==> config.mk <==
export PLATFORM = sky130hd
export DESIGN_NAME = lp_device_flat
export DESIGN_NICKNAME = d
export VERILOG_FILES = /design/src/lp_pkg.sv /design/src/lp_if.sv /design/src/lp_device.sv /design/src/flat_wrapper.sv
export SDC_FILE = /design/constraint.sdc
export NUM_CORES = 1
export LEC_CHECK = 0
export BUFFER_PORTS_ARGS = -buffer_cell sky130_fd_sc_hd__buf_4
export CORE_UTILIZATION = 47
export DETAILED_ROUTE_END_ITERATION = 8
export MAX_ROUTING_LAYER = met4
export PLACE_DENSITY_LB_ADDON = 0.3
export SYNTH_ARGS = -nofsm -noshare
export SYNTH_HDL_FRONTEND = slang
export SYNTH_SLANG_ARGS = --single-unit
==> constraint.sdc <==
create_clock -name sys_clk_i -period 1.7 [get_ports sys_clk_i]
set_input_delay 0.17 -clock sys_clk_i [delete_from_list [all_inputs] [get_ports sys_clk_i]]
set_output_delay 0.17 -clock sys_clk_i [all_outputs]
set_load 0.02 [all_outputs]
==> src/lp_pkg.sv <==
package lp_pkg;
   // ----------------------------------------------------------------
   // Domain indices
   // ----------------------------------------------------------------
   localparam int unsigned DOM_BUS  = 0;
   localparam int unsigned DOM_DYN  = 1;
   localparam int unsigned DOM_STAT = 2;
   localparam int unsigned NUM_DOM  = 3;

   // ----------------------------------------------------------------
   // Timing figures (ns) and counts (cycles of sys_clk_i)
   // ----------------------------------------------------------------
   localparam int unsigned SELF_REFRESH_ENTRY_NS = 200;
   localparam int unsigned CLK_PERIOD_NS         = 100;
   localparam int unsigned SELF_REFRESH_CYCLES   =
      (SELF_REFRESH_ENTRY_NS + CLK_PERIOD_NS - 1) / CLK_PERIOD_NS;
   localparam int unsigned STATIC_PREP_CYCLES    = 1;
   localparam int unsigned SYNC_STAGES           = 2;

   // ----------------------------------------------------------------
   // Widths and reset values
   // ----------------------------------------------------------------
   localparam int unsigned USER_W       = 8;
   localparam int unsigned OUTCLK_N     = 4;
   localparam logic [7:0]  CONFIG_RESET = 8'h00;

   // ----------------------------------------------------------------
   // Controller register map (word offsets on the plain port)
   // ----------------------------------------------------------------
   localparam logic [3:0] REG_CTRL   = 4'h0; // [2:0] stop want per domain
   localparam logic [3:0] REG_STATUS = 4'h1; // [2:0] ack_n, [5:3] active, [8:6] stopped
   localparam logic [3:0] REG_USTAT  = 4'h2; // User status to device
   localparam logic [3:0] REG_UCFG   = 4'h3; // User config from device
   localparam logic [3:0] REG_TIES   = 4'h4; // [0] sync, [1] bus faster, [2] busy in
   localparam int unsigned ST_ACK_LSB    = 0;
   localparam int unsigned ST_ACTIVE_LSB = 3;
   localparam int unsigned ST_STOP_LSB   = 6;

   // Per-domain handshake states of the device end
   typedef enum logic [2:0] {
      HS_RUN     = 3'b000,
      HS_PREP    = 3'b001,
      HS_ACKED   = 3'b010,
      HS_RELEASE = 3'b011
   } hs_state_t;

   // Per-domain states of the clock controller end
   typedef enum logic [1:0] {
      CC_RUN   = 2'b00,
      CC_REQ   = 2'b01,
      CC_OFF   = 2'b10,
      CC_WAKE  = 2'b11
   } cc_state_t;
endpackage

==> src/lp_if.sv <==
`timescale 1ns/1ps
interface lp_if;
   logic [lp_pkg::NUM_DOM-1:0] stop_req_n;      // Clock stop request, low = stop
   logic [lp_pkg::NUM_DOM-1:0] stop_ack_n;      // Acknowledge, low = acked
   logic [lp_pkg::NUM_DOM-1:0] clk_needed;      // High = request denied
   logic                       sync_mode_a;     // Synchronous-mode tie, bus side
   logic                       sync_mode_m;     // Synchronous-mode tie, memory side
   logic                       bus_faster_sync_tie;
   logic [lp_pkg::USER_W-1:0]  user_status;     // To device
   logic [lp_pkg::USER_W-1:0]  user_config;     // From device
   logic                       bus_busy;        // Bus transfer in progress
   logic                       cke_init;        // Tie-off for memory clock enable
   logic                       dqm_init;        // Tie-off for data mask
   logic                       bus_reset_n;     // Bus domain reset, active low
   logic                       mem_reset_n;     // Memory domain reset, active low

   modport device (
      input  stop_req_n, sync_mode_a, sync_mode_m, bus_faster_sync_tie,
             user_status, bus_busy, cke_init, dqm_init, bus_reset_n, mem_reset_n,
      output stop_ack_n, clk_needed, user_config
   );
   modport controller (
      output stop_req_n, sync_mode_a, sync_mode_m, bus_faster_sync_tie,
             user_status, bus_busy, cke_init, dqm_init, bus_reset_n, mem_reset_n,
      input  stop_ack_n, clk_needed, user_config
   );
endinterface

==> src/lp_device.sv <==
// Design decisions made here: the placing of the registers and strobed register access.
`timescale 1ns/1ps
// Summary of operation
// - Controller drives request low to ask stop
// - Device acks low after preparing clock removal
// - Clock needed low accepts, high denies
// - Clock off only after accepted acknowledge
// - Controller restarts clock, then raises request
// - Request high makes device raise acknowledge
// - Denied requests still complete full handshake
// - Bus domain denies while busy, accepts idle
// - Memory domains always accept after preparation
// - Dynamic memory enters self-refresh before ack
// - Three independent per-domain handshake interfaces
// - No dynamic access while its clocks stopped
// - Memory clocks frozen in self-refresh, forced off at its ack, else per enable
// - Synchronous mode drops crossing synchroniser stages
// - Four gated per-device memory output clocks
// - Active-low resets asserted synchronously, per domain
// - Reset release synchronised to its clock
// - User status readable, not synchronised internally
// - User config driven from write-only register
// - Clock enable and mask reset to tie-offs
// - Both sync ties equal; bus-faster tie gated by the sync tie
module lp_device #(
   parameter int unsigned SR_CYCLES = lp_pkg::SELF_REFRESH_CYCLES
) (
   input  wire logic                         sys_clk_i,
   input  wire logic                         reset_i,
   lp_if.device                              lp,
   input  wire logic [lp_pkg::OUTCLK_N-1:0]  clk_out_en_i,
   input  wire logic                         ustatus_rd_i,
   input  wire logic                         ucfg_wr_i,
   input  wire logic [lp_pkg::USER_W-1:0]    ucfg_wdata_i,
   output logic      [lp_pkg::USER_W-1:0]    ustatus_rdata_o,
   output logic      [lp_pkg::OUTCLK_N-1:0]  mem_clk_out_o,
   output logic                              cke_o,
   output logic                              dqm_o,
   output logic                              self_refresh_o
);
   // ----------------------------------------------------------------
   // Elaboration checks
   // ----------------------------------------------------------------
   // Prepare counter is eight bits wide and must count at least once
   if (SR_CYCLES < 1 || SR_CYCLES > 255) begin : g_bad_sr_cycles
      $error("SR_CYCLES out of range");
   end
   // Handshake logic is written for exactly three domains
   if (lp_pkg::NUM_DOM != 3) begin : g_bad_num_dom
      $error("NUM_DOM must be 3");
   end
   // Domain indices must fit the handshake vectors
   if (lp_pkg::DOM_BUS >= lp_pkg::NUM_DOM || lp_pkg::DOM_DYN >= lp_pkg::NUM_DOM ||
       lp_pkg::DOM_STAT >= lp_pkg::NUM_DOM) begin : g_bad_dom_index
      $error("Domain index out of range");
   end

   // ----------------------------------------------------------------
   // State
   // ----------------------------------------------------------------
   // One handshake state per domain, packed so it fits the state struct
   typedef lp_pkg::hs_state_t [lp_pkg::NUM_DOM-1:0] hs_arr_t;

   typedef struct packed {
      logic [lp_pkg::NUM_DOM-1:0]   req_s1;
      logic [lp_pkg::NUM_DOM-1:0]   req_s2;
      hs_arr_t                      hs;
      logic [lp_pkg::NUM_DOM-1:0]   ack_n;
      logic [lp_pkg::NUM_DOM-1:0]   needed;
      logic [7:0]                   cnt;
      logic [1:0]                   brst;     // Bus reset release synchroniser
      logic [1:0]                   mrst;     // Memory reset release synchroniser
      logic [lp_pkg::USER_W-1:0]    ucfg;
      logic [lp_pkg::USER_W-1:0]    ustat;
      logic [lp_pkg::OUTCLK_N-1:0]  clk_en;
      logic                         cke;
      logic                         dqm;
      logic                         sr;
   } dev_t;

   dev_t st;
   dev_t next_st;
   logic [lp_pkg::NUM_DOM-1:0] req_n;
   logic                       sync_mode;

   // -------------------------------------------------------------
   // Request path and handshake
   // -------------------------------------------------------------
   // Synchronous mode bypasses the crossing stages
   assign sync_mode = lp.sync_mode_a & lp.sync_mode_m;
   assign req_n     = sync_mode ? lp.stop_req_n : st.req_s2;

   // Next-state logic for all domains
   always_comb begin
      // Synchronisers shift, user status sampled every cycle
      next_st        = st;
      next_st.req_s1 = lp.stop_req_n;
      next_st.req_s2 = st.req_s1;
      next_st.brst   = {st.brst[0], 1'b1};
      next_st.mrst   = {st.mrst[0], 1'b1};
      next_st.ustat  = lp.user_status;
      if (ucfg_wr_i) begin
         next_st.ucfg = ucfg_wdata_i;
      end
      // Independent handshake per domain
      for (int d = 0; d < lp_pkg::NUM_DOM; d++) begin
         case (st.hs[d])
            lp_pkg::HS_RUN: begin
               if (!req_n[d]) begin
                  next_st.hs[d] = lp_pkg::HS_PREP;
                  if (d == lp_pkg::DOM_DYN) begin
                     next_st.cnt = 8'(SR_CYCLES);
                     next_st.sr  = 1'b1;
                     next_st.cke = 1'b0;
                  end
               end
            end
            lp_pkg::HS_PREP: begin
               if (d != lp_pkg::DOM_DYN || st.cnt <= 8'h01) begin
                  next_st.hs[d]    = lp_pkg::HS_ACKED;
                  next_st.ack_n[d] = 1'b0;
                  if (d == lp_pkg::DOM_BUS) begin
                     next_st.needed[d] = lp.bus_busy;
                  end else begin
                     next_st.needed[d] = 1'b0;
                  end
                  if (d == lp_pkg::DOM_DYN) begin
                     next_st.clk_en = '0;
                  end
               end else begin
                  next_st.cnt = st.cnt - 8'h01;
               end
            end
            lp_pkg::HS_ACKED: begin
               if (req_n[d]) begin
                  next_st.hs[d] = lp_pkg::HS_RELEASE;
               end
            end
            lp_pkg::HS_RELEASE: begin
               next_st.hs[d]     = lp_pkg::HS_RUN;
               next_st.ack_n[d]  = 1'b1;
               next_st.needed[d] = 1'b1;
               if (d == lp_pkg::DOM_DYN) begin
                  next_st.sr  = 1'b0;
                  next_st.cke = 1'b1;
               end
            end
            default: next_st.hs[d] = lp_pkg::HS_RUN;
         endcase
      end
      // Output clocks follow the device requests outside self-refresh
      if (!st.sr) begin
         next_st.clk_en = clk_out_en_i;
      end
      // Bus domain waits for its reset release to pass the synchroniser
      if (!st.brst[1]) begin
         next_st.hs = st.hs;
      end
      // Memory domain waits likewise before its outputs may move
      if (!st.mrst[1]) begin
         next_st.cke    = st.cke;
         next_st.dqm    = st.dqm;
         next_st.sr     = st.sr;
         next_st.clk_en = st.clk_en;
         next_st.cnt    = st.cnt;
      end
      // Bus domain reset
      if (reset_i || !lp.bus_reset_n) begin
         next_st.brst = 2'b00;
         for (int d = 0; d < lp_pkg::NUM_DOM; d++) begin
            next_st.hs[d] = lp_pkg::HS_RUN;
         end
         next_st.ack_n  = '1;
         next_st.needed = '1;
         next_st.ucfg   = lp_pkg::CONFIG_RESET;
      end
      // Memory domain reset
      if (reset_i || !lp.mem_reset_n) begin
         next_st.mrst   = 2'b00;
         next_st.cke    = lp.cke_init;
         next_st.dqm    = lp.dqm_init;
         next_st.sr     = 1'b0;
         next_st.clk_en = '0;
         next_st.cnt    = 8'h00;
      end
   end

   // State register
   always_ff @(posedge sys_clk_i) begin
      st <= next_st;
   end

   // -------------------------------------------------------------
   // Outputs
   // -------------------------------------------------------------
   assign lp.stop_ack_n   = st.ack_n;
   assign lp.clk_needed   = st.needed;
   assign lp.user_config  = st.ucfg;
   assign ustatus_rdata_o = st.ustat;
   assign mem_clk_out_o   = st.clk_en;
   assign cke_o           = st.cke;
   assign dqm_o           = st.dqm;
   assign self_refresh_o  = st.sr;

   // Inputs with no function in this single-clock model
   logic unused;
   assign unused = ustatus_rd_i ^ lp.bus_faster_sync_tie;
endmodule // lp_device

==> src/flat_wrapper.sv <==
// flat-port wrapper written by rule: the top's interface ports become plain ports
module lp_device_flat 
#(
   parameter int unsigned SR_CYCLES = lp_pkg::SELF_REFRESH_CYCLES
)
  (sys_clk_i, reset_i, clk_out_en_i, ustatus_rd_i, ucfg_wr_i, ucfg_wdata_i, ustatus_rdata_o, mem_clk_out_o, cke_o, dqm_o, self_refresh_o, lp_stop_req_n, lp_sync_mode_a, lp_sync_mode_m, lp_bus_faster_sync_tie, lp_user_status, lp_bus_busy, lp_cke_init, lp_dqm_init, lp_bus_reset_n, lp_mem_reset_n, lp_stop_ack_n, lp_clk_needed, lp_user_config);
  lp_if lp_i ();
  input  wire logic sys_clk_i;
  input  wire logic reset_i;
  input  wire logic [lp_pkg::OUTCLK_N-1:0] clk_out_en_i;
  input  wire logic ustatus_rd_i;
  input  wire logic ucfg_wr_i;
  input  wire logic [lp_pkg::USER_W-1:0] ucfg_wdata_i;
  output logic      [lp_pkg::USER_W-1:0] ustatus_rdata_o;
  output logic      [lp_pkg::OUTCLK_N-1:0] mem_clk_out_o;
  output logic cke_o;
  output logic dqm_o;
  output logic self_refresh_o;
  input wire logic [$bits(lp_i.stop_req_n)-1:0] lp_stop_req_n;
  input wire logic [$bits(lp_i.sync_mode_a)-1:0] lp_sync_mode_a;
  input wire logic [$bits(lp_i.sync_mode_m)-1:0] lp_sync_mode_m;
  input wire logic [$bits(lp_i.bus_faster_sync_tie)-1:0] lp_bus_faster_sync_tie;
  input wire logic [$bits(lp_i.user_status)-1:0] lp_user_status;
  input wire logic [$bits(lp_i.bus_busy)-1:0] lp_bus_busy;
  input wire logic [$bits(lp_i.cke_init)-1:0] lp_cke_init;
  input wire logic [$bits(lp_i.dqm_init)-1:0] lp_dqm_init;
  input wire logic [$bits(lp_i.bus_reset_n)-1:0] lp_bus_reset_n;
  input wire logic [$bits(lp_i.mem_reset_n)-1:0] lp_mem_reset_n;
  output wire logic [$bits(lp_i.stop_ack_n)-1:0] lp_stop_ack_n;
  output wire logic [$bits(lp_i.clk_needed)-1:0] lp_clk_needed;
  output wire logic [$bits(lp_i.user_config)-1:0] lp_user_config;
  assign lp_i.stop_req_n = lp_stop_req_n;
  assign lp_i.sync_mode_a = lp_sync_mode_a;
  assign lp_i.sync_mode_m = lp_sync_mode_m;
  assign lp_i.bus_faster_sync_tie = lp_bus_faster_sync_tie;
  assign lp_i.user_status = lp_user_status;
  assign lp_i.bus_busy = lp_bus_busy;
  assign lp_i.cke_init = lp_cke_init;
  assign lp_i.dqm_init = lp_dqm_init;
  assign lp_i.bus_reset_n = lp_bus_reset_n;
  assign lp_i.mem_reset_n = lp_mem_reset_n;
  assign lp_stop_ack_n = lp_i.stop_ack_n;
  assign lp_clk_needed = lp_i.clk_needed;
  assign lp_user_config = lp_i.user_config;
  lp_device #(.SR_CYCLES(SR_CYCLES)) u_core (.sys_clk_i(sys_clk_i), .reset_i(reset_i), .lp(lp_i), .clk_out_en_i(clk_out_en_i), .ustatus_rd_i(ustatus_rd_i), .ucfg_wr_i(ucfg_wr_i), .ucfg_wdata_i(ucfg_wdata_i), .ustatus_rdata_o(ustatus_rdata_o), .mem_clk_out_o(mem_clk_out_o), .cke_o(cke_o), .dqm_o(dqm_o), .self_refresh_o(self_refresh_o));
endmodule
==> results of run 1 <==
==> final cells by class <==
| cell class | instances | area (µm²) |
|---|---|---|
| clock inverters | 3 | 43.8 |
| well taps | 67 | 83.8 |
| fillers | 392 | 1690 |
| multi-input cells | 152 | 1180 |
| flip-flops and latches | 51 | 1040 |
| inverters | 16 | 60.1 |
| repair buffers | 86 | 673 |
| clock buffers | 5 | 68.8 |
==> worst register-to-register path: cells and delay by family (launching register included) <==
family / cells / cell delay (ps)
DFF: 1 / 370
adders and majority gates: 1 / 200
and+or+nand+nor: 1 / 560
buffers and inverters: 1 / 70
AOI/OAI and AO/OA: 2 / 390
==> registers in the layout (all words and copies together) (netlist names) <==
register	cells
u_core.ustatus_rdata_o	8
u_core.lp.clk_needed	3
u_core.cke_o	1
u_core.self_refresh_o	1
u_core.mem_clk_out_o	4
u_core.next_st	3
u_core.st	21
u_core.lp.user_config	8
u_core.dqm_o	1
u_core.lp.stop_ack_n	1
==> routing by layer <==
layer | vias up | global-route usage, %
met5 | - | -
met4 | 0 | 7.91
met3 | 7 | 4.39
met2 | 59 | 28.8
met1 | 861 | 23.7
li1 | 970 | -
==> synthesized netlist by cell type (2+ instances only) <==
library cell	number	area (µm²)
buf_4	26	195
o21ai_0	5	25.0
nor2_1	16	60.1
and2_1	3	18.8
or4_1	3	22.5
inv_1	15	56.3
a21bo_2	2	20.0
nor4b_1	4	35.0
ha_1	15	188
nor2b_1	2	12.5
a21boi_1	3	22.5
o211ai_1	3	22.5
dfxtp_1	49	981
nand3_1	5	25.0
nand2b_1	4	25.0
nand2_1	20	75.1
nand4b_1	3	26.3
mux2i_1	16	160
a31oi_1	2	12.5
and3_1	2	12.5
and3b_1	2	17.5
a21boi_0	2	15.0
edfxtp_1	2	60.1
nand4_1	4	25.0
a21oi_1	10	50.1
o31ai_1	5	37.5
a311oi_1	5	43.8
clkbuf_1	6	22.5
==> where the power goes <==
part	total (µW)	internal, µW	switching (µW)
Clock	851	439	412
Sequential	1250	1240	13.2
Combinational	278	146	131
==> cell families (layout without fill, tap and decap cells) <==
family | count (synthesis) | count (layout) | synth area share [%]
simple gates | 76 | 76 | 17.3
flops | 51 | 51 | 42.8
buf+inv | 50 | 110 | 11.8
compound gates | 44 | 44 | 13.3
mux | 17 | 17 | 7.05
fa+ha+maj | 15 | 15 | 7.72
==> worst paths after layout <==
check,endpoint,cells after the start,startpoint
setup / recovery,u_core.st[31]$_SDFFE_PP0P_,5,u_core.st[44]$_SDFFE_PN0P_
hold / removal,u_core.lp.clk_needed[0]$_SDFFE_PN1P_,3,lp_bus_busy
setup reg to reg,u_core.st[31]$_SDFFE_PP0P_,5,u_core.st[44]$_SDFFE_PN0P_
hold reg to reg,u_core.st[51]$_DFF_P_,0,u_core.next_st[51]$_DFF_P_
==> stage by stage <==
stage	total power, µW	cell area [µm²]	cells	worst slack [ps]
2_1_floorplan	1420	2430	253	22.1
3_3_place_gp	1520	2850	361	-10.5
3_5_place_dp	1530	2850	361	-73.8
4_1_cts	2390	3100	380	7.09
5_1_grt	2480	3150	380	-3.93
6_report	2380	3150	380	63.7
==> repair_timing <==
action | 4_1_cts | 5_1_grt
pin swaps | 3 | 8
resized for setup | 5 | 12
hold buffers | 11 | 0
endpoints found under the hold margin | 11 | 0
endpoints found under the setup margin | 8 | 11
==> impl_results.md, run 1 <==
* Status: completed
* Std-Cell Rows at 25
* Req. time, crit path at 1940 ps
* Final wirelength at 4870 µm
* Crit path max-delay cell type: or4_4
* Post-DRT Antenna Nets at 0
* Slew Viols, Final at 0
* Post-Synthesis Cells at 253
* Async set-reset flop share out of synthesis at 0%
* Global-route wire length before repair at 7630 µm
* Fin crit period at 1640 ps
* Largest stage delay, worst path at 550 ps
* Critical Path Sink Type: register
* CP Data Arrival Time at 1880 ps
* Initial Utilization at 50.1%
* Worst Skew at 6.95 ps
* Port Buffers at 61
* Max cap viols at 0
* Flops & latches, synth at 51
* Routability Congestion at 0.786
* Final period utilization at 96.3%
* Crit path max-delay family: simple AND/OR/NAND/NOR gates
* Syn Nets at 303
* Clock Path Buffers at 2
* Initial antenna violation count at 0
* Wl on met1 at 2290 µm
* Clock root cell: clkbuf_8
* Most used cell, CP: a21boi_2
* Share of cells above drive strength 1 at 34.5%
* Clock Latency Late Sink at 300 ps
* Crit Path Class: register to register
* GRT Total Usage at 18.8%
* Max VDD drop at 0.000376 V
* Most common cell after layout, fill and taps aside: buf_4
* Fin. Hold Viols at 0
* Startpoint Class: register
* Leakage at 0.00132 µW
* Post-synthesis sequential area ratio at 42.8%
* Routed len/inst at 12.8 µm
* Setup violators final at 0
* Vias at 1897
* Top Layer Used: met4
* Synth-to-Final Area Change at 29.8%
* Ports at 64
* Via count of the first global-routing pass at 1722
* Wire length on met2 at 2210 µm
* Finished Core Util at 65.1%
* CP max FO at 9
* Routed vias/inst at 4.99
* Sum Neg Setup Slack at 0 ps
* Most frequent cells in the layout: buf_4, dfxtp_1, nand2_1
* Post-synth EDFFs at 2
* Top_reg_cell synth: dfxtp_1
* Die Y at 73.9 µm
* Worst slew pin tran at 643 ps
* CTS sink cnt at 51
* Max Freq at 611 MHz
* Clock-pin slew on the worst setup and hold paths at 90 ps
* Post-synthesis instance area at 2430 µm²
* Post-CTS Setup Bufs at 0
* Nets at 362
* Drt drc at 0
* ANT cells at 0
* Avg Cell Area, Syn at 9.60 µm²
* Width of the die at 73.9 µm
* Met3 WL at 299 µm
* GR Overflow Total at 0
* Netlist cell types at 47
* Buf+Inv Stages, Crit Path at 1
* Worst min path class: input pin to register
* Post-DP HPWL at 3380 µm
* Die area at 5460 µm²
* Cell Pwr Density at 754 nW/µm²
* Flop-to-flop setup slack at 60 ps
* Hold_ws at 81.9 ps
* Core Footprint at 4850 µm²
* CTS tree: yes
* Initial DRC Count at 112
* TritonCTS Buffers at 5
* Worst slew margin at 56.9%
* H-tree depth at 2
* Ys Warns at 0
* Drt first pass iters at 4
* Largest net degree at the start of global routing at 18
* Worst path cell trace: inv_1 -> ha_2 -> a21boi_2 -> or4_4 -> a21boi_2
No activity file was read; power rests on OpenSTA's default activity.
==> inputs of run 2 (changes only) <==
--- a/config.mk
+++ b/config.mk
@@ -6,6 +6,7 @@
 export NUM_CORES = 1
 export LEC_CHECK = 0
 export BUFFER_PORTS_ARGS = -buffer_cell sky130_fd_sc_hd__buf_4
+export CORE_ASPECT_RATIO = 0.5
 export CORE_UTILIZATION = 47
 export DETAILED_ROUTE_END_ITERATION = 8
 export MAX_ROUTING_LAYER = met4
==> run 2 against run 1 <==
  * Sequential share of layout area barely moved
  * Utilization fell by 1.0 points
  * Worst hold slack worse by 6.8 ps
  * Setup slack worse by 15 ps
  * Count of clock-buffer cells in the layout increased by 1
  * Total power decreased by 2.0%
  * Sequential power barely moved
  * Flip-flop and latch count unchanged
  * Combinational power about the same
  * Critical path type unchanged
  * Largest power group unchanged
  * Highest routed layer unchanged
==> impl_results.md, run 2 (synthesis results as in run 1) <==
* CTS tree: yes
* Post-DP HPWL at 3380 µm (+0.11%)
* Via count of the first global-routing pass at 1767 (+2.6%)
* Die area at 5480 µm² (+0.32%)
* Clock Latency Late Sink at 310 ps (about the same)
* Status: completed
* R2R Path Start: u_core.st[27]$_SDFFE_PP0P_
* Worst slew pin tran at 456 ps (-187 ps)
* Startpoint Class: register
* Initial antenna violation count at 0 (unchanged)
* CP max FO at 6 (-3)
* CP Data Arrival Time at 1890 ps (about the same)
* Largest stage delay, worst path at 460 ps (-90 ps)
* GRT Total Usage at 18.4% (-0.46 points)
* Post-CTS Setup Bufs at 0 (unchanged)
* TritonCTS Buffers at 5 (unchanged)
* Worst min path class: input pin to register
* Clock root cell: clkbuf_8
* Filler cells at 402 (+2.6%)
* Tot Pwr at 2330 µW (-2.0%)
* Clock network power share at 34.5% (-1.3 points)
* Footprint of the multi-input gates at 1230 µm² (+4.7%)
* Drt first pass iters at 4 (unchanged)
* Setup violators final at 0 (unchanged)
* Critical Path Sink Type: register
* Port Buffers at 61 (unchanged)
* Ports at 64 (unchanged)
* Sw frac at 24.4% (+0.97 points)
* Worst Skew at 9.94 ps (+2.99 ps)
* Final period utilization at 97.2% (+0.91 points)
* Routed vias/inst at 5.04 (+0.90%)
* Logic pwr share at 11.9% (+0.2 points)
* Most frequent cells in the layout: buf_4, dfxtp_1, nand2_1
* Worst path cell trace: inv_4 -> ha_4 -> or2_4 -> and4_4 -> or4_1 -> a21boi_1
* CTS sink cnt at 51 (unchanged)
* GR Overflow Total at 0 (unchanged)
* Crit path from: u_core.st[27]$_SDFFE_PP0P_
* Clock Path Buffers at 2 (unchanged)
* Fin. Hold Viols at 0 (unchanged)
* Core Footprint at 4950 µm² (+2.2%)
* Sum Neg Setup Slack at 0 ps (unchanged)
* Leakage at 0.00132 µW (-0.61%)
* Max Freq at 605 MHz (-0.93%)
* Die Y at 52.8 µm (-28%)
* Sequential share of power at 53.6% (+1.0 points)
* Drt drc at 0 (unchanged)
* Nets at 356 (-1.7%)
* Critical Path End: u_core.st[29]$_SDFFE_PP0P_
* Internal power at 1760 µW (-3.2%)
* Share of cells above drive strength 1 at 34.5% (about the same)
* Post-DRT Antenna Nets at 0 (unchanged)
* Synth-to-Final Area Change at 30.6%
* Req. time, crit path at 1940 ps (about the same)
* Initial Utilization at 49.0% (-1.1 points)
* Crit Path Class: register to register
* Crit path max-delay cell type: or4_1
* R2r worst-path depth at 6 (+1)
* Cell Pwr Density at 735 nW/µm² (-2.6%)
* Worst R2R End: u_core.st[29]$_SDFFE_PP0P_
* Worst slew margin at 69.5% (+13 points)
* Initial DRC Count at 62 (-45%)
* Global-route wire length before repair at 7620 µm (about the same)
* Slew Viols, Final at 0 (unchanged)
* Max VDD drop at 0.000423 V (+12%)
* Std-Cell Rows at 18 (-28%)
* Max cap viols at 0 (unchanged)
* H-tree depth at 2 (unchanged)
* Largest net degree at the start of global routing at 18 (unchanged)
* Flop-to-flop setup slack at 50 ps (-20 ps)
* Final wirelength at 4910 µm (+0.86%)
* ANT cells at 0 (unchanged)
* Largest register FFs at 21 (unchanged)
* Routed len/inst at 13.0 µm (+1.7%)
* Most flops, register: u_core.st
* Vias at 1899 (+0.11%)
* Routability Congestion at 0.812 (+3.2%)
* Fin crit period at 1650 ps (+15.4 ps)
* Storage element area at 1050 µm² (+0.48%)
* Most common cell after layout, fill and taps aside: buf_4
* Width of the die at 104 µm (+40%)
* NetSw at 568 µW (+2.1%)
* Clock-pin slew on the worst setup and hold paths at 100 ps (about the same)
run 2: area by class of cell:
cell class	instances	share of cell area [%]
clock buffers	6	2.96
clock inverters	2	0.513
inverters	16	1.97
multi-input cells	152	38.9
flip-flops and latches	51	33.1
well taps	70	2.76
repair buffers	80	19.8
run 2: worst min-delay path by stage:
stage / end / from / cells after the start
2_1_floorplan: u_core.next_st[50]$_DFF_P_ / lp_stop_req_n[0] / 0
3_3_place_gp: u_core.ustatus_rdata_o[1]$_DFF_P_ / lp_user_status[1] / 1
3_5_place_dp: u_core.ustatus_rdata_o[6]$_DFF_P_ / lp_user_status[6] / 1
4_1_cts: u_core.lp.clk_needed[0]$_SDFFE_PN1P_ / lp_bus_busy / 3
5_1_grt: u_core.lp.clk_needed[0]$_SDFFE_PN1P_ / lp_bus_busy / 3
6_report: u_core.lp.clk_needed[0]$_SDFFE_PN1P_ / lp_bus_busy / 3
run 2: routing by layer:
layer	global-route usage, %	share of wire, %	up-vias
met4	5.00	0.53	0
li1	-	-	963
met1	20.0	43	899
met2	34.6	53	32
met3	4.60	3.4	5
met5	-	0	-
run 2: timing repair:
| item | CTS | global route |
|---|---|---|
| hold buffers | 11 | 0 |
| pin swaps | 3 | 6 |
| resized for setup | 8 | 22 |
| endpoints found under the setup margin | 7 | 7 |
| endpoints found under the hold margin | 11 | 0 |
run 2: critical path, delay by kind of cell (launching register included):
family                     cells  cell delay (ps)
and+or+nand+nor                3              870
DFF                            1              390
adders and majority gates      1              150
buffers and inverters          1               40
AOI/OAI and AO/OA              1              120
run 2: power groups by stage:
| stage | clock, µW | combinational (µW) | sequential [µW] |
|---|---|---|---|
| detailed placement | 0 | 239 | 1280 |
| floorplan | 0 | 143 | 1280 |
| CTS | 828 | 266 | 1250 |
| finish | 804 | 277 | 1250 |
| global route | 861 | 299 | 1260 |
| global placement | 0 | 233 | 1280 |
run 2: through the flow:
step	std cells	hold slack [ps]	util (%)	cell area, µm²	worst slack (ps)
after global placement	358	275	56.7	2810	17.3
after floorplan	253	198	-	2430	22.1
after detailed placement	358	276	56.7	2810	-74.7
final	377	75.1	64.0	3170	48.3
after global routing	377	94.4	64.0	3170	-15.7
after CTS	377	75.2	61.9	3070	11.4
==> inputs of run 3 (changes only) <==
--- a/config.mk
+++ b/config.mk
@@ -5,12 +5,13 @@
 export SDC_FILE = /design/constraint.sdc
 export NUM_CORES = 1
 export LEC_CHECK = 0
-export BUFFER_PORTS_ARGS = -buffer_cell sky130_fd_sc_hd__buf_4
 export CORE_ASPECT_RATIO = 0.5
 export CORE_UTILIZATION = 47
 export DETAILED_ROUTE_END_ITERATION = 8
+export DONT_BUFFER_PORTS = 1
 export MAX_ROUTING_LAYER = met4
 export PLACE_DENSITY_LB_ADDON = 0.3
+export SLEW_MARGIN = 40
 export SYNTH_ARGS = -nofsm -noshare
 export SYNTH_HDL_FRONTEND = slang
 export SYNTH_SLANG_ARGS = --single-unit
==> run 3 against run 2 <==
  * Combinational power fell by 46%
  * Count of clock-buffer cells in the layout unchanged
  * Register-to-register slack about the same
  * Via count down 11%
  * Clock power is 1% higher
  * Utilization down 9.2 points
  * Die area did not move
  * Setup slack lost 0.99 ps
  * Worst hold slack worse by 66 ps
  * First-iteration DRC count is 16% higher
  * Clock skew is essentially flat
  * Critical endpoint unchanged
  * Largest cell class unchanged
==> impl_results.md, run 3 (synthesis results as in run 1) <==
* Status: completed
* Setup violators final at 0 (unchanged)
* Hold path startpoint: ucfg_wdata_i[0]
* Initial DRC Count at 72 (+16%)
* CTS sink cnt at 51 (unchanged)
* Req. time, crit path at 1940 ps (about the same)
* Clock-pin slew on the worst setup and hold paths at 100 ps (about the same)
* Clock Path Buffers at 2 (unchanged)
* Drt drc at 0 (unchanged)
* Dpl cell area at 2360 µm² (-16%)
* Sum Neg Setup Slack at 0 ps (unchanged)
* Vias at 1681 (-11%)
* ANT cells at 0 (unchanged)
* Largest stage delay, worst path at 470 ps (about the same)
* Synth-to-Final Area Change at 11.8%
* Final setup margin at 47.3 ps (-0.989 ps)
* Worst min path class: input pin to register
* Width of the die at 104 µm (unchanged)
* Worst path cell trace: inv_2 -> ha_2 -> or2_4 -> and4_4 -> or4_4 -> a21boi_1
* Max VDD drop at 0.000421 V (-0.40%)
* Design area at 2720 µm² (-14%)
* Die area at 5480 µm² (unchanged)
* Via count of the first global-routing pass at 1434 (-19%)
* Cell Pwr Density at 826 nW/µm² (+12%)
* Largest net degree at the start of global routing at 18 (unchanged)
* Clock Latency Late Sink at 310 ps (about the same)
* CTS tree: yes
* Largest register FFs at 21 (unchanged)
* Routed len/inst at 13.8 µm (+5.6%)
* Leakage at 0.00103 µW (-22%)
* Most flops, register: u_core.st
* CP max FO at 6 (unchanged)
* Finished Core Util at 54.8% (-9.2 points)
* Max cap viols at 0 (unchanged)
* Fin crit period at 1650 ps (+0.989 ps)
* Routability Congestion at 0.836 (+3.0%)
* Initial Utilization at 49.0% (unchanged)
* Hold_ws at 8.84 ps (-66.3 ps)
* Worst slew pin tran at 497 ps (+40.5 ps)
* Pre-CTS setup slack at -73.6 ps (+1.15 ps)
* Initial antenna violation count at 0 (unchanged)
* Global-route wire length before repair at 6460 µm (-15%)
* Drt first pass iters at 4 (unchanged)
* Most frequent cells in the layout: dfxtp_1, nand2_1, mux2i_1, nor2_1, dlygate4sd3_1
* Crit path max-delay cell type: or4_4
* Share of cells above drive strength 1 at 20.0% (-15 points)
* Die Y at 52.8 µm (unchanged)
* Crit Path Class: register to register
* Ports at 64 (unchanged)
* Worst Skew at 9.63 ps (-0.312 ps)
* Worst slew margin at 66.8% (-2.7 points)
* Nets at 299 (-16%)
* H-tree depth at 2 (unchanged)
* Startpoint Class: register
* GRT Total Usage at 16.0% (-2.3 points)
* GR Overflow Total at 0 (unchanged)
* Core Footprint at 4950 µm² (unchanged)
* Filler cells at 440 (+9.5%)
* Critical Path Sink Type: register
* Post-DRT Antenna Nets at 0 (unchanged)
* Crit path from: u_core.st[27]$_SDFFE_PP0P_
* R2R Path Start: u_core.st[27]$_SDFFE_PP0P_
* Most common cell after layout, fill and taps aside: dfxtp_1
* Clock root cell: clkbuf_8
* Final wirelength at 4400 µm (-10%)
* Std-Cell Rows at 18 (unchanged)
* CP Data Arrival Time at 1900 ps (about the same)
* Max Freq at 605 MHz (about the same)
* Final period utilization at 97.2% (about the same)
* Slew Viols, Final at 0 (unchanged)
* Port Buffers at 0 (-100%)
* Post-DP HPWL at 2970 µm (-12%)
* Fin. Hold Viols at 0 (unchanged)
* Routed vias/inst at 5.25 (+4.3%)
* TritonCTS Buffers at 5 (unchanged)
-- run 3: layout make-up --
class / count / area [µm²] / share of cell area (%)
clock inverter: 2 / 16.3 / 0.599
timing repair buffer: 23 / 205 / 7.55
inverter: 16 / 60.1 / 2.21
multi-input combinational: 152 / 1210 / 44.5
clock buffer: 6 / 93.8 / 3.45
sequential: 51 / 1040 / 38.4
tap: 70 / 87.6 / 3.22
-- run 3: metrics by stage --
| step | total power (µW) | cells |
|---|---|---|
| 4_1_cts | 2250 | 318 |
| 3_3_place_gp | 1420 | 298 |
| 6_report | 2240 | 320 |
| 3_5_place_dp | 1420 | 298 |
| 2_1_floorplan | 1420 | 253 |
| 5_1_grt | 2340 | 320 |
-- run 3: critical path: cells and delay by family, from the launching register on --
family | cells | cell delay, ps
simple gates | 3 | 880
fa+ha+maj | 1 | 180
compound gates | 1 | 120
buf+inv | 1 | 40
flops | 1 | 370
-- run 3: path summary, 6_finish.rpt --
| kind | endpoint | slack, ps | cells past startpoint |
|---|---|---|---|
| setup / recovery | u_core.st[29]$_SDFFE_PP0P_ | 50 | 6 |
| hold / removal | u_core.lp.user_config[0]$_SDFFE_PN0P_ | 9 | 2 |
| setup reg to reg | u_core.st[29]$_SDFFE_PP0P_ | 50 | 6 |
| hold reg to reg | u_core.st[52]$_DFF_P_ | 330 | 0 |
-- run 3: metal layers --
| layer | up-vias | global-route usage, % | share of wire [%] | wire length, µm |
|---|---|---|---|---|
| met4 | 0 | 8.81 | 2.1 | 94 |
| li1 | 845 | - | - | - |
| met1 | 796 | 17.6 | 47 | 2050 |
| met3 | 8 | 4.47 | 4.0 | 174 |
| met5 | - | - | 0 | 0 |
| met2 | 32 | 27.4 | 47 | 2080 |
-- run 3: power breakdown --
group	leakage, µW	internal (µW)	switching (µW)
clock network	0.0000530	385	427
registers	0.000424	1240	45.0
logic	0.000554	76.3	73.3
-- run 3: what timing repair did --
| item | 4_1_cts | 5_1_grt |
|---|---|---|
| endpoints found under the hold margin | 12 | 1 |
| hold buffers | 12 | 1 |
| setup buffers | 0 | 1 |
| resized for setup | 7 | 18 |
| pin swaps | 4 | 5 |
| endpoints found under the setup margin | 8 | 7 |
